===== config.mk =====
export PLATFORM = sky130hd
export DESIGN_NAME = ccr_config_regs
export DESIGN_NICKNAME = d
export VERILOG_FILES = /design/src/rtl/ccr_rate_decode.v /design/src/rtl/ccr_config_regs.v
export VERILOG_INCLUDE_DIRS = /design/src /design/src/rtl
export SDC_FILE = /design/constraint.sdc
export NUM_CORES = 1
export LEC_CHECK = 0
export BUFFER_PORTS_ARGS = -buffer_cell sky130_fd_sc_hd__buf_2
export CORE_MARGIN = 2
export CORE_UTILIZATION = 40
export DETAILED_ROUTE_END_ITERATION = 7
export GPL_TIMING_DRIVEN = 0
export HOLD_SLACK_MARGIN = 0.03
export PLACE_DENSITY_LB_ADDON = 0.05
export SLEW_MARGIN = 10
export SYNTH_ARGS = -nofsm -noshare
export SYNTH_HDL_FRONTEND = slang
export SYNTH_SLANG_ARGS = --single-unit

===== constraint.sdc =====
create_clock -name CLK -period 1.6 [get_ports CLK]
set_input_delay 0.16 -clock CLK [delete_from_list [all_inputs] [get_ports CLK]]
set_output_delay 0.16 -clock CLK [all_outputs]
set_load 0.005 [all_outputs]

===== src/rtl/ccr_defs.vh =====
/*
  Constants for the codec chip configuration register bank: register
  offsets, field positions, reset values and selector codes.
  Assumes inclusion by bare name from the rtl/ design files.
*/
`ifndef CCR_DEFS_VH
`define CCR_DEFS_VH

// Register word indexes; the byte address is four times the index
`define CCR_IDX_CHIP_IDENT      8'h00
`define CCR_IDX_DIG_POWER       8'h02
`define CCR_IDX_CLK_RATE        8'h04
`define CCR_IDX_SURROUND        8'h10
`define CCR_IDX_BASS_CTRL       8'h12
`define CCR_IDX_BASS_EN         8'h14
`define CCR_IDX_AUTO_LEVEL      8'h16
`define CCR_IDX_TREBLE_GAIN     8'h18
`define CCR_IDX_CLK_STATUS      8'h1A

// Identification fields (values arbitrary)
`define CCR_PART_ID_DEF         8'h5C
`define CCR_REV_ID_DEF          8'h01

// Digital power bit positions
`define CCR_PWR_ADC_BIT         6
`define CCR_PWR_DAC_BIT         5
`define CCR_PWR_PROC_BIT        4
`define CCR_PWR_SOUT_BIT        1
`define CCR_PWR_SIN_BIT         0
`define CCR_PWR_RW_MASK         16'h007F
`define CCR_PWR_RST             16'h0000

// Clock control fields and reset
`define CCR_CLK_RW_MASK         16'h003F
`define CCR_CLK_RST             16'h0008
`define CCR_RATE_DIV_LSB        4
`define CCR_SYS_RATE_LSB        2
`define CCR_MCLK_RATIO_LSB      0
`define CCR_MCLK_USE_PLL        2'h3

// Processor feature registers
`define CCR_SURR_RW_MASK        16'h0073
`define CCR_SURR_RST            16'h0040
`define CCR_SURR_ON             2'h3
`define CCR_BASS_CTRL_MASK      16'h00FF
`define CCR_BASS_CTRL_RST       16'h001F
`define CCR_EN_MASK             16'h0001
`define CCR_TREBLE_MASK         16'h007F
`define CCR_TREBLE_RST          16'h002F

// Cycles the bus answer is held off
`define CCR_WAIT_CYCLES         1

`endif


===== src/rtl/ccr_rate_decode.v =====
/*
  Decodes the clock control field into sample rate, divider and master
  clock ratio selects. Assumes the fields come from registers on CLK.
*/
`timescale 1ns/1ps
module ccr_rate_decode
(
  // Clock control fields
  input  wire [1:0] rate_div,
  input  wire [1:0] sys_rate,
  input  wire [1:0] mclk_ratio,
  // Decoded selects
  output reg  [3:0] sys_rate_onehot,
  output reg  [2:0] divide_by,
  output reg  [2:0] ratio_onehot,
  output wire       use_pll
);
  always @*
  begin
    sys_rate_onehot = 4'h0;
    sys_rate_onehot[sys_rate] = 1'b1;             // RULE_17
    case (rate_div)                               // RULE_15
      2'h0: divide_by = 3'h1;
      2'h1: divide_by = 3'h2;
      2'h2: divide_by = 3'h4;
      default: divide_by = 3'h6;
    endcase
    // Ratio is kept against the undivided system rate
    ratio_onehot = 3'h0;                          // RULE_16
    if (mclk_ratio != 2'h3)
    begin
      ratio_onehot[mclk_ratio] = 1'b1;            // RULE_18
    end
  end
  assign use_pll = (mclk_ratio == 2'h3);          // RULE_18
endmodule // ccr_rate_decode


===== src/rtl/ccr_config_regs.v =====
/*
  Chip configuration register bank of a stereo audio codec, with the
  processor feature switches, reached over Avalon-MM with waitrequest.
  Assumes one 50 MHz clock and a master that keeps the request held
  until waitrequest is seen low.
*/
// What this block and its host do
// RULE_01: Host ramps tone gains in quarter-decibel steps, one write each.
// RULE_02: Host computes gain code as four times decibels plus 47.
// RULE_03: Host steps code by one toward target; zero difference does nothing.
// RULE_04: Host ramps surround width to 7 around switching, then restores it.
// RULE_05: Surround selector bits 1:0 equal to 3 turn surround on.
// RULE_06: Host ramps bass level to 0x7F around switching, then restores it.
// RULE_07: Bass enhancement enable bit 0 switches the feature on and off.
// RULE_08: Automatic leveler enable bit 0 switches the leveler on and off.
// RULE_09: Identification reads part code 15:8 and revision 7:0, read-only.
// RULE_10: Power bit 6 enables the input converter; resets to zero.
// RULE_11: Power bit 5 enables the output converter; resets to zero.
// RULE_12: Power bit 4 enables the audio processor; resets to zero.
// RULE_13: Power bit 1 enables the serial audio output path.
// RULE_14: Power bit 0 enables the serial audio input path.
// RULE_15: Rate divider bits 5:4 give full, half, quarter or sixth rate.
// RULE_16: Clock ratio is always relative to the undivided system rate.
// RULE_17: System rate bits 3:2 pick 32, 44.1, 48, 96 kHz; reset 2.
// RULE_18: Ratio bits 1:0 mean 256, 384, 512 times rate, or 3 PLL.
// RULE_19: Host uses PLL code for non-standard master clock ratios.
// RULE_20: Host powers and programs the PLL before selecting it; the bench host selects ratio code 3 with no PLL setup.
`timescale 1ns/1ps
`include "ccr_defs.vh"
module ccr_config_regs
#(
  parameter [7:0] PART_ID = `CCR_PART_ID_DEF, // Value arbitrary
  parameter [7:0] REV_ID  = `CCR_REV_ID_DEF   // Value arbitrary
)
(
  // Clock and reset
  input  wire        CLK,
  input  wire        ARST_N,
  // Avalon-MM slave
  input  wire [9:0]  AVS_ADDRESS,
  input  wire        AVS_READ,
  input  wire        AVS_WRITE,
  input  wire [31:0] AVS_WRITEDATA,
  input  wire [3:0]  AVS_BYTEENABLE,
  output reg  [31:0] AVS_READDATA,
  output reg         AVS_WAITREQUEST,
  output reg  [1:0]  AVS_RESPONSE,
  // Block power enables
  output reg         ADC_POWER_EN,
  output reg         DAC_POWER_EN,
  output reg         PROC_POWER_EN,
  output reg         SOUT_ENABLE,
  output reg         SIN_ENABLE,
  // Clock selects
  output reg  [3:0]  SYS_RATE_SEL,
  output reg  [2:0]  RATE_DIVIDE_BY,
  output reg  [2:0]  MCLK_RATIO_SEL,
  output reg         USE_PLL,
  // Processor features
  output reg         SURROUND_ON,
  output reg  [2:0]  SURROUND_WIDTH,
  output reg         BASS_ENH_ON,
  output reg  [6:0]  BASS_LEVEL,
  output reg         AUTO_LEVEL_ON,
  output reg  [6:0]  TREBLE_GAIN
);
  localparam [1:0] ST_IDLE = 2'b01;
  localparam [1:0] ST_DONE = 2'b10;

  reg  [1:0]  state_q;
  reg  [15:0] pwr_q;
  reg  [15:0] clk_q;
  reg  [15:0] surr_q;
  reg  [15:0] bass_ctrl_q;
  reg  [15:0] bass_en_q;
  reg  [15:0] auto_q;
  reg  [15:0] treble_q;
  reg  [15:0] rd_d;
  reg         hit_d;
  reg  [15:0] lane_mask;
  wire [7:0]  idx;
  wire [15:0] wd;
  wire [3:0]  rate_oh;
  wire [2:0]  div_by;
  wire [2:0]  ratio_oh;
  wire        pll_sel;

  // Word address: byte address divided by four
  assign idx = AVS_ADDRESS[9:2];
  assign wd  = AVS_WRITEDATA[15:0];

  always @*
  begin
    lane_mask = {{8{AVS_BYTEENABLE[1]}}, {8{AVS_BYTEENABLE[0]}}};
  end

  // Read decode
  always @*
  begin
    rd_d  = 16'h0000;
    hit_d = 1'b1;
    if (idx == `CCR_IDX_CHIP_IDENT)
      rd_d = {PART_ID, REV_ID};                   // RULE_09
    else if (idx == `CCR_IDX_DIG_POWER)
      rd_d = pwr_q;
    else if (idx == `CCR_IDX_CLK_RATE)
      rd_d = clk_q;
    else if (idx == `CCR_IDX_SURROUND)
      rd_d = surr_q;
    else if (idx == `CCR_IDX_BASS_CTRL)
      rd_d = bass_ctrl_q;
    else if (idx == `CCR_IDX_BASS_EN)
      rd_d = bass_en_q;
    else if (idx == `CCR_IDX_AUTO_LEVEL)
      rd_d = auto_q;
    else if (idx == `CCR_IDX_TREBLE_GAIN)
      rd_d = treble_q;
    else if (idx == `CCR_IDX_CLK_STATUS)
      rd_d = {6'h00, pll_sel, div_by, rate_oh, ratio_oh[1:0]};
    else
      hit_d = 1'b0;
  end

  // Register writes at the edge where waitrequest is low
  always @(posedge CLK or negedge ARST_N)
  begin
    if (!ARST_N)
    begin
      pwr_q       <= `CCR_PWR_RST;                // RULE_10
      clk_q       <= `CCR_CLK_RST;                // RULE_17
      surr_q      <= `CCR_SURR_RST;
      bass_ctrl_q <= `CCR_BASS_CTRL_RST;
      bass_en_q   <= 16'h0000;
      auto_q      <= 16'h0000;
      treble_q    <= `CCR_TREBLE_RST;
    end
    else if (AVS_WRITE && state_q == ST_DONE)
    begin
      if (idx == `CCR_IDX_DIG_POWER)
        pwr_q <= ((pwr_q & ~lane_mask) | (wd & lane_mask))
                 & `CCR_PWR_RW_MASK;              // RULE_11
      else if (idx == `CCR_IDX_CLK_RATE)
        clk_q <= ((clk_q & ~lane_mask) | (wd & lane_mask))
                 & `CCR_CLK_RW_MASK;              // RULE_15
      else if (idx == `CCR_IDX_SURROUND)
        surr_q <= ((surr_q & ~lane_mask) | (wd & lane_mask))
                  & `CCR_SURR_RW_MASK;            // RULE_05
      else if (idx == `CCR_IDX_BASS_CTRL)
        bass_ctrl_q <= ((bass_ctrl_q & ~lane_mask) | (wd & lane_mask))
                       & `CCR_BASS_CTRL_MASK;
      else if (idx == `CCR_IDX_BASS_EN)
        bass_en_q <= ((bass_en_q & ~lane_mask) | (wd & lane_mask))
                     & `CCR_EN_MASK;              // RULE_07
      else if (idx == `CCR_IDX_AUTO_LEVEL)
        auto_q <= ((auto_q & ~lane_mask) | (wd & lane_mask))
                  & `CCR_EN_MASK;                 // RULE_08
      else if (idx == `CCR_IDX_TREBLE_GAIN)
        treble_q <= ((treble_q & ~lane_mask) | (wd & lane_mask))
                    & `CCR_TREBLE_MASK;
    end
  end

  // Bus handshake: one wait cycle, then answer
  always @(posedge CLK or negedge ARST_N)
  begin
    if (!ARST_N)
    begin
      state_q         <= ST_IDLE;
      AVS_WAITREQUEST <= 1'b1;
      AVS_READDATA    <= 32'h00000000;
      AVS_RESPONSE    <= 2'h0;
    end
    else
    begin
      case (state_q)
        ST_IDLE:
        begin
          if (AVS_READ || AVS_WRITE)
          begin
            state_q         <= ST_DONE;
            AVS_WAITREQUEST <= 1'b0;
            AVS_READDATA    <= {16'h0000, rd_d};
            AVS_RESPONSE    <= hit_d ? 2'h0 : 2'h3;
          end
        end
        default:
        begin
          state_q         <= ST_IDLE;
          AVS_WAITREQUEST <= 1'b1;
        end
      endcase
    end
  end

  ccr_rate_decode u_rate
  (
    .rate_div        (clk_q[5:4]),
    .sys_rate        (clk_q[3:2]),
    .mclk_ratio      (clk_q[1:0]),
    .sys_rate_onehot (rate_oh),
    .divide_by       (div_by),
    .ratio_onehot    (ratio_oh),
    .use_pll         (pll_sel)
  );

  // Registered outputs
  always @(posedge CLK or negedge ARST_N)
  begin
    if (!ARST_N)
    begin
      ADC_POWER_EN   <= 1'b0;
      DAC_POWER_EN   <= 1'b0;
      PROC_POWER_EN  <= 1'b0;
      SOUT_ENABLE    <= 1'b0;
      SIN_ENABLE     <= 1'b0;
      SYS_RATE_SEL   <= 4'h4;
      RATE_DIVIDE_BY <= 3'h1;
      MCLK_RATIO_SEL <= 3'h1;
      USE_PLL        <= 1'b0;
      SURROUND_ON    <= 1'b0;
      SURROUND_WIDTH <= 3'h4;
      BASS_ENH_ON    <= 1'b0;
      BASS_LEVEL     <= 7'h1F;
      AUTO_LEVEL_ON  <= 1'b0;
      TREBLE_GAIN    <= 7'h2F;
    end
    else
    begin
      ADC_POWER_EN   <= pwr_q[`CCR_PWR_ADC_BIT];  // RULE_10
      DAC_POWER_EN   <= pwr_q[`CCR_PWR_DAC_BIT];  // RULE_11
      PROC_POWER_EN  <= pwr_q[`CCR_PWR_PROC_BIT]; // RULE_12
      SOUT_ENABLE    <= pwr_q[`CCR_PWR_SOUT_BIT]; // RULE_13
      SIN_ENABLE     <= pwr_q[`CCR_PWR_SIN_BIT];  // RULE_14
      SYS_RATE_SEL   <= rate_oh;                  // RULE_17
      RATE_DIVIDE_BY <= div_by;                   // RULE_15
      MCLK_RATIO_SEL <= ratio_oh;                 // RULE_16
      USE_PLL        <= pll_sel;                  // RULE_18
      SURROUND_ON    <= (surr_q[1:0] == `CCR_SURR_ON); // RULE_05
      SURROUND_WIDTH <= surr_q[6:4];
      BASS_ENH_ON    <= bass_en_q[0];             // RULE_07
      BASS_LEVEL     <= bass_ctrl_q[6:0];
      AUTO_LEVEL_ON  <= auto_q[0];                // RULE_08
      TREBLE_GAIN    <= treble_q[6:0];
    end
  end
endmodule // ccr_config_regs


==> qor.yml, run 1 <==
finish:
  final_area_um2: 4570
  layout_common_cells: "buf_2, dfrtp_1, dfstp_2"
  antenna_cells: 0
  area_growth_pct: 24.5
  final_nets: 438
  drive_above_1_share: 0.496
  final_common_cell: "buf_2"
  final_cells: 501
  finish.utilization: 0.519
clock_tree:
  clkSinkCount: 85
  htreeDepth: 3
  clock_latency_ps: 350
  clk_pin_slew_ps: 80
  cts_buffer_depth: 2
  cts_root_buffer: "clkbuf_8"
  cts_tree: "done"
  cts_buffers: 9
setup_path:
  max_stage_delay_ps: 540
  arrival_ps: 1830
  endpoint_kind: "register"
  rr_startpoint: "state_q[0]$_DFFE_PN1P_"
  crit_type: "reg2reg"
  crit_chain: "and4b_2 -> and2_4 -> nand3_4 -> mux2_4"
  worstPathMaxFanout: 7
  reg2reg_slack_ps: 5
  cp-start-kind: "register"
  critPathSlowestCell: "dfstp_2"
  reg2regPathDepth: 4
  required_ps: 1840
  cp-startpoint: "state_q[0]$_DFFE_PN1P_"
sta:
  hold_ws_ps: 71.7
  setup_violations: 0
  timing.fmax_mhz: 627
  tightest_slew_ps: 553
  fin_ws_ps: 4.86
  relSlewSlack: 0.628
  slew_violations: 0
  final.min_clock_period_ps: 1600
  setup_tns_ps: 0
  hold_violations: 0
  fin_skew_ps: 9.64
  min_period_over_period: 0.997
  rsz0062_at_grt: "true"
routing:
  ant_nets: 0
  drc: 0
  vias: 2509
  drt-initial-drc-count: 131
  dr.pass1.iters: 4
  vias_per_cell: 5.01
  wl_um: 8760
  wire_per_inst_um: 17.5
power:
  finalPower_mw: 4.54
  leakage_nw: 2.34
  p_per_area_nw_per_um2: 994
  ir_drop_mv: 0.545
floorplanning:
  die-area_um2: 9970
  die-height_um: 99.8
  pin_count: 121
  rows: 34
  fp.coreArea_um2: 8810
  start_util: 0.417
  die_w_um: 99.8
job:
  max-cap-violations: 0
yosys:
  synth_top_flop_cell: "dfrtp_1"
  ys_ff_latch: 85
  async_flop_share: 1.00
  yosys_warnings: 0
  synth_edf_count: 0
  syn_inst: 287
  postSynthAreaPerCell_um2: 12.8
  yosysSeqAreaShare: 0.588
  synth_cell_types: 51
  synth_area_um2: 3670
status:
  status: "complete, no violations"
hold_path:
  hold_path_depth: 2
  hold_path.class: "in2reg"
  hold_start: "AVS_WRITEDATA[7]"
grt:
  grt_pass1_wl_um: 13900
  antenna_found_initial: 0
  grt_pass1_vias: 2557
  grt_overflow: 0
  grt_max_degree: 47
  grt_usage: 0.186
placed_design:
  place_inst: 483
  pre_cts_ws_ps: -661
  finalWeightedCongestion: 0.868
  hpwl_um: 6110
  port_buffers: 70
  placed_area_um2: 4270
-- synthesized netlist by cell type, drive strengths merged (3+ instances only) --
library cell	instances	area, µm²
nor3b	5	37.5
or4	3	26.3
mux2i	4	40.0
nand3	5	25.0
nand3b	5	37.5
and2	4	25.0
a31oi	9	56.3
buf	27	196
dfrtp	58	1450
and3	6	38.8
nand2b	3	18.8
nor2	15	56.3
nand2	13	58.8
clkbuf	10	37.5
a22oi	4	30.0
o21ai	8	40.0
nor2b	7	43.8
dfstp	27	709
nor3	3	15.0
mux2	38	450
o31ai	3	22.5
inv	5	18.8
o211ai	4	30.0
-- final cells by class --
type                    count  area [µm²]
fillers                   807        4230
plain buffers              36         240
multi-input cells         176        1400
clock inverters             4        72.6
flip-flops and latches     85        2160
well taps                 108         135
clock buffers              12         135
inverters                   6        23.8
repair buffers             74         405
-- repair_timing --
item	CTS	global route
hold endpoints to repair	29	0
setup buffers	2	0
endpoints found under the setup margin	42	34
gates resized for setup	18	10
pin swaps	1	0
cloned	0	0
hold buffers	1	0
-- cells by family after synthesis --
logic type,count (synthesis),share of synthesized area
buffers and inverters,43,0.0698
AND/OR/NAND/NOR,80,0.136
AO/OA/AOI/OAI,35,0.0657
flip-flops,85,0.588
multiplexers,43,0.140
other,1,0.00102
-- worst max path at each step --
stage          endpoint  slack (ps)
3_5_place_dp   register        -660
6_report       register           5
5_1_grt        register         -30
4_1_cts        register        -110
3_3_place_gp   register        -630
2_1_floorplan  register         -60
-- routing by layer --
metal,vias up,global-route usage,part of all wire
met5,-,0,0
met4,0,0.0558,0.014
met3,10,0.0390,0.046
met2,81,0.301,0.48
met1,1237,0.253,0.46
li1,1181,-,-
-- power by group --
part / internal [mW] / switching, mW
Clock: 0.880 / 0.732
Combinational: 0.250 / 0.365
Sequential: 2.26 / 0.0569
-- worst max-delay path, delay by kind of cell, from the launching register on --
kind / cells / cell delay, ps
DFF: 1 / 540
and+or+nand+nor: 3 / 620
muxes: 1 / 320
No activity file was read; power rests on OpenSTA's default activity.
==> inputs of run 2 (changes only) <==
CELL_PAD_IN_SITES_DETAIL_PLACEMENT = 1   (was default)
CELL_PAD_IN_SITES_GLOBAL_PLACEMENT = 1   (was default)
CORE_UTILIZATION = 35   (was 40)
==> run 2 against run 1 <==
Against the previous run: the run now ends with negative setup slack left; clock power down 4%; global-route usage down 0.60 points; combinational power rose by 2%; via count is 0.92% higher; cell area increased by 1.8%; non-clock buffer count unchanged; die area is 14% higher; clock-buffer cell count grew 3; maximum frequency is 1.2% lower; core utilization down 6.6 points; sequential share of layout area shrank 0.78 points; largest power group unchanged; critical path depth unchanged.
==> qor.yml, run 2 (synthesis gave the netlist of run 1 again) <==
clock_tree:
  clock_latency_ps: 370  # +20 ps
  clk_pin_slew_ps: 80  # about the same
  clkSinkCount: 85  # unchanged
  cts_buffers: 9  # unchanged
  cts_tree: "done"
  cts_buffer_depth: 2  # unchanged
  htreeDepth: 3  # unchanged
  cts_root_buffer: "clkbuf_8"
finish:
  antenna_cells: 0  # unchanged
  n_fill_cell: 1135  # +41%
  layout_common_cells: "buf_2, dfrtp_1, dfstp_2"
  drive_above_1_share: 0.501  # +0.00509
  area_growth_pct: 26.7
  finish.utilization: 0.453  # -0.0663
  final_nets: 438  # unchanged
  final_common_cell: "buf_2"
hold_path:
  hold_path.class: "in2reg"
  hold_start: "AVS_WRITEDATA[7]"
  hold_path_depth: 2  # unchanged
setup_path:
  reg2reg_slack_ps: -10  # -20 ps
  worstPathMaxFanout: 7  # unchanged
  required_ps: 1850  # about the same
  arrival_ps: 1870  # +40 ps
  crit_type: "reg2reg"
  rr_startpoint: "state_q[0]$_DFFE_PN1P_"
  endpoint_kind: "register"
  reg2regPathDepth: 4  # unchanged
  cp-start-kind: "register"
sta:
  rsz0062_at_grt: "true"
  setup_violations: 4  # +4
  fin_skew_ps: 6.13  # -3.51 ps
  hold_violations: 0  # unchanged
  tightest_slew_ps: 616  # +63.0 ps
  relSlewSlack: 0.589  # -0.0395
  timing.fmax_mhz: 619  # -1.2%
  slew_violations: 0  # unchanged
  min_period_over_period: 1.01  # +0.0120
  final.min_clock_period_ps: 1610  # +19.2 ps
  fin_ws_ps: -14.4  # -19.2 ps
grt:
  grt_max_degree: 49  # +4.3%
  grt_usage: 0.180  # -0.00602
  grt_pass1_vias: 2658  # +3.9%
  grt_overflow: 0  # unchanged
  antenna_found_initial: 0  # unchanged
  grt_pass1_wl_um: 15000  # +7.9%
floorplanning:
  die_w_um: 106  # +6.6%
  rows: 37  # +8.8%
  die-height_um: 106  # +6.6%
  pin_count: 121  # unchanged
  die-area_um2: 11300  # +14%
  start_util: 0.357  # -0.0597
  fp.coreArea_um2: 10300  # +17%
job:
  max-cap-violations: 0  # unchanged
routing:
  ant_nets: 0  # unchanged
  vias_per_cell: 4.79  # -4.4%
  wl_um: 9500  # +8.5%
  drc: 0  # unchanged
  drt-initial-drc-count: 90  # -31%
  dr.pass1.iters: 4  # unchanged
  wire_per_inst_um: 18.0  # +2.8%
  vias: 2532  # +0.92%
placed_design:
  finalWeightedCongestion: 0.766  # -12%
  hpwl_um: 6720  # +10%
  port_buffers: 70  # unchanged
  pre_cts_ws_ps: -758  # -96.5 ps
power:
  leakage_nw: 2.33  # -0.41%
  ir_drop_mv: 0.337  # -38%
  p_per_area_nw_per_um2: 966  # -2.8%
status:
  status: "finished with violations"
  violations: "negative setup slack"
## run 2: cell count changes in the layout (fill, tap and decap cells not counted), sizes merged
cell,change
bufinv,-1
clkbuf,+3
clkinv,-2
clkinvlp,-1
inv,+1
## run 2: per-stage QoR
step | power, mW | cells | hold WS, ps | TNS (ps) | cell area [µm²]
2_1_floorplan | 2.67 | 304 | -136 | -903 | 3750
3_3_place_gp | 2.94 | 510 | 370 | -39610 | 4270
3_5_place_dp | 2.96 | 511 | 169 | -19970 | 4300
4_1_cts | 4.54 | 530 | 40.7 | -1840 | 4610
5_1_grt | 4.71 | 529 | 49.2 | -287 | 4650
6_report | 4.50 | 529 | 51.8 | -34.4 | 4650
## run 2: where the power goes
part           internal (mW)  total, mW  switching, mW
Combinational          0.251      0.628          0.378
Sequential              2.26       2.32         0.0579
Clock                  0.811       1.55          0.739
## run 2: per-layer routing
metal / up-vias / routed length, µm / track usage
met3: 16 / 445 / 0.0300
li1: 1175 / - / -
met5: - / 0 / 0
met2: 78 / 4590 / 0.299
met1: 1263 / 4230 / 0.230
met4: 0 / 234 / 0.0788
## run 2: worst max-delay path, cell delays in order, from the launching register on
cell	delay [ps]
dfstp_2	540
and4b_2	240
and2_4	180
nand3_4	220
mux2_4	320
## run 2: worst max path at each step
stage | start | endpoint | depth (start not counted)
finish | state_q[0]$_DFFE_PN1P_ | register | 4
global route | AVS_ADDRESS[3] | register | 6
CTS | state_q[0]$_DFFE_PN1P_ | register | 5
detailed placement | AVS_ADDRESS[4] | register | 5
global placement | AVS_ADDRESS[5] | register | 5
floorplan | AVS_ADDRESS[6] | register | 5
## run 2: area by class of cell
class                   count  area (µm²)  area share
flip-flops and latches     85        2160       0.465
repair buffers             74         409      0.0879
clock inverters             1        30.0     0.00645
multi-input cells         176        1450       0.312
plain buffers              36         240      0.0516
clock buffers              15         166      0.0358
inverters                   6        22.5     0.00484
well taps                 136         170      0.0366
## run 2: what timing repair did
| action | in CTS | in global routing |
|---|---|---|
| pin swaps | 1 | 1 |
| resized for setup | 23 | 18 |
| endpoints found under the setup margin | 42 | 42 |
| hold endpoints to repair | 29 | 0 |
| setup buffers | 2 | 0 |
| hold buffers | 1 | 0 |
==> inputs of run 3 (changes only) <==
--- a/config.mk
+++ b/config.mk
@@ -11,2 +11,3 @@
 export CELL_PAD_IN_SITES_GLOBAL_PLACEMENT = 1
+export CORE_ASPECT_RATIO = 0.9
 export CORE_MARGIN = 2
@@ -17,3 +18,2 @@
 export PLACE_DENSITY_LB_ADDON = 0.05
-export SLEW_MARGIN = 10
 export SYNTH_ARGS = -nofsm -noshare
==> constraint.sdc (replaced) <==
create_clock -name CLK -period 1.6 [get_ports CLK]
set_input_delay 0.32 -clock CLK [delete_from_list [all_inputs] [get_ports CLK]]
set_output_delay 0.32 -clock CLK [all_outputs]
set_load 0.005 [all_outputs]
==> run 3 against run 2 <==
Against the previous run: the run still ends with negative setup slack left; combinational power is essentially flat; via count up 0.83%; first-iteration DRC count grew 54%; die area hardly changed; maximum frequency decreased by 0.57%; critical path type unchanged.
==> qor.yml, run 3 (synthesis gave the netlist of run 1 again) <==
status:
  status: "finished with violations"
  violations: "negative setup slack"
floorplanning:
  die-area_um2: 11300  # about the same
  die_w_um: 112  # +5.2%
  rows: 35  # -5.4%
  die-height_um: 101  # -4.9%
  start_util: 0.358  # +0.00105
  fp.coreArea_um2: 10200  # -0.29%
  pin_count: 121  # unchanged
power:
  ir_drop_mv: 0.728  # +120%
  p_per_area_nw_per_um2: 1110  # +15%
  finalPower_mw: 5.33  # +19%
  leakage_nw: 2.43  # +4.4%
sta:
  slew_violations: 0  # unchanged
  fin_ws_ps: -23.6  # -9.20 ps
  setup_violations: 4  # unchanged
  timing.fmax_mhz: 616  # -0.57%
  fin_skew_ps: 6.77  # +0.645 ps
  min_period_over_period: 1.01  # +0.00575
  hold_violations: 0  # unchanged
  tightest_slew_ps: 657  # +41.4 ps
  relSlewSlack: 0.561  # -0.0277
  rsz0062_at_grt: "true"
  final.min_clock_period_ps: 1620  # +9.20 ps
  hold_ws_ps: 222  # +170 ps
clock_tree:
  cts_buffer_depth: 2  # unchanged
  cts_root_buffer: "clkbuf_16"
  htreeDepth: 3  # unchanged
  clkSinkCount: 85  # unchanged
  clock_latency_ps: 340  # -30 ps
  cts_tree: "done"
  cts_buffers: 9  # unchanged
  clk_pin_slew_ps: 60  # -20 ps
routing:
  wl_um: 9750  # +2.6%
  dr.pass1.iters: 4  # unchanged
  wl_met1_um: 4920  # +16%
  drc: 0  # unchanged
  ant_nets: 0  # unchanged
  vias_per_cell: 4.86  # +1.6%
  wl_met2_um: 4200  # -8.6%
  vias: 2553  # +0.83%
  routed.top_layer: "met4"
  wl_met3_um: 497  # +12%
  drt-initial-drc-count: 139  # +54%
  wire_per_inst_um: 18.6  # +3.4%
finish:
  drive_above_1_share: 0.513  # +0.0114
  final_common_cell: "buf_2"
  n_fill_cell: 1101  # -3.0%
  final_nets: 441  # +0.68%
  area_growth_pct: 31.1
  final_area_um2: 4820  # +3.5%
  antenna_cells: 0  # unchanged
  layout_common_cells: "buf_2, dfrtp_1, buf_4"
  finish.utilization: 0.470  # +0.0171
job:
  max-cap-violations: 0  # unchanged
setup_path:
  worstPathMaxFanout: 5  # -2
  required_ps: 1820  # -30 ps
  endpoint_kind: "register"
  crit_type: "reg2reg"
  arrival_ps: 1840  # -30 ps
  cp-start-kind: "register"
placed_design:
  finalWeightedCongestion: 0.868  # +13%
  placed_area_um2: 4400  # +2.2%
  hpwl_um: 6780  # +0.81%
  port_buffers: 70  # unchanged
grt:
  grt_usage: 0.186  # +0.00629
  grt_max_degree: 45  # -8.2%
  grt_pass1_wl_um: 15700  # +4.7%
  antenna_found_initial: 0  # unchanged
  grt_overflow: 0  # unchanged
  grt_pass1_vias: 2629  # -1.1%
hold_path:
  hold_path.class: "in2reg"
[run 3: cell types whose count changed in the layout (fill, tap and decap cells not counted), sizes merged]
cell / previous run / this run
buf: 100 / 103
clkbuf: 24 / 21
bufinv: 1 / 3
clkinv: 0 / 1
[run 3: final timing paths]
kind                       slack (ps)  cells past startpoint              startpoint                        to
setup / recovery                  -20                      4  state_q[0]$_DFFE_PN1P_                  register
hold / removal                    220                      2        AVS_WRITEDATA[7]                  register
setup reg to reg                  -20                      4  state_q[0]$_DFFE_PN1P_                  register
hold reg to reg                   370                      0                register  TREBLE_GAIN[2]$_DFF_PN1_
max in group asynchronous         400                      3                  ARST_N                 async pin
min in group asynchronous         520                      2                  ARST_N   BASS_LEVEL[5]$_DFF_PN0_
[run 3: worst max-delay path, stage by stage, from the launching register on]
cell and delay [ps]:
dfstp_2 530, and4b_2 250, and2_4 190, and2b_4 230
mux2_4 300
[run 3: what timing repair did]
| item | in CTS | in global routing |
|---|---|---|
| gates resized for setup | 4 | 15 |
| setup buffers | 5 | 1 |
| hold buffers | 1 | 0 |
| endpoints found under the setup margin | 38 | 26 |
| endpoints found under the hold margin | 30 | 0 |
| pin swaps | 5 | 1 |
[run 3: stage by stage]
stage,worst slack [ps],setup TNS [ps],cells
after floorplan,-222,-2400,304
final,-23.6,-75.9,525
after detailed placement,-591,-17310,504
after global routing,-41.6,-231,525
after CTS,-21.3,-61.3,524
after global placement,-606,-48430,503
[run 3: final cells by class]
cell class	instances	area [µm²]	area share
Clock inverter	4	95.1	0.0197
Sequential cell	85	2160	0.449
Timing Repair Buffer	78	450	0.0935
Inverter	6	22.5	0.00468
Multi-Input combinational cell	176	1440	0.300
Clock buffer	12	246	0.0512
Buffer	35	236	0.0491
Tap cell	129	161	0.0335
[run 3: per-layer routing]
layer,vias up,GRT usage
met2,83,0.267
met4,0,0.0647
met5,-,0
met1,1273,0.280
met3,9,0.0395
li1,1188,-
[run 3: report_power, final]
group / switching [mW] / internal [mW] / leakage, nW
Sequential: 0.0594 / 2.26 / 1.07
Clock: 0.815 / 1.57 / 0.167
Combinational: 0.374 / 0.251 / 1.20
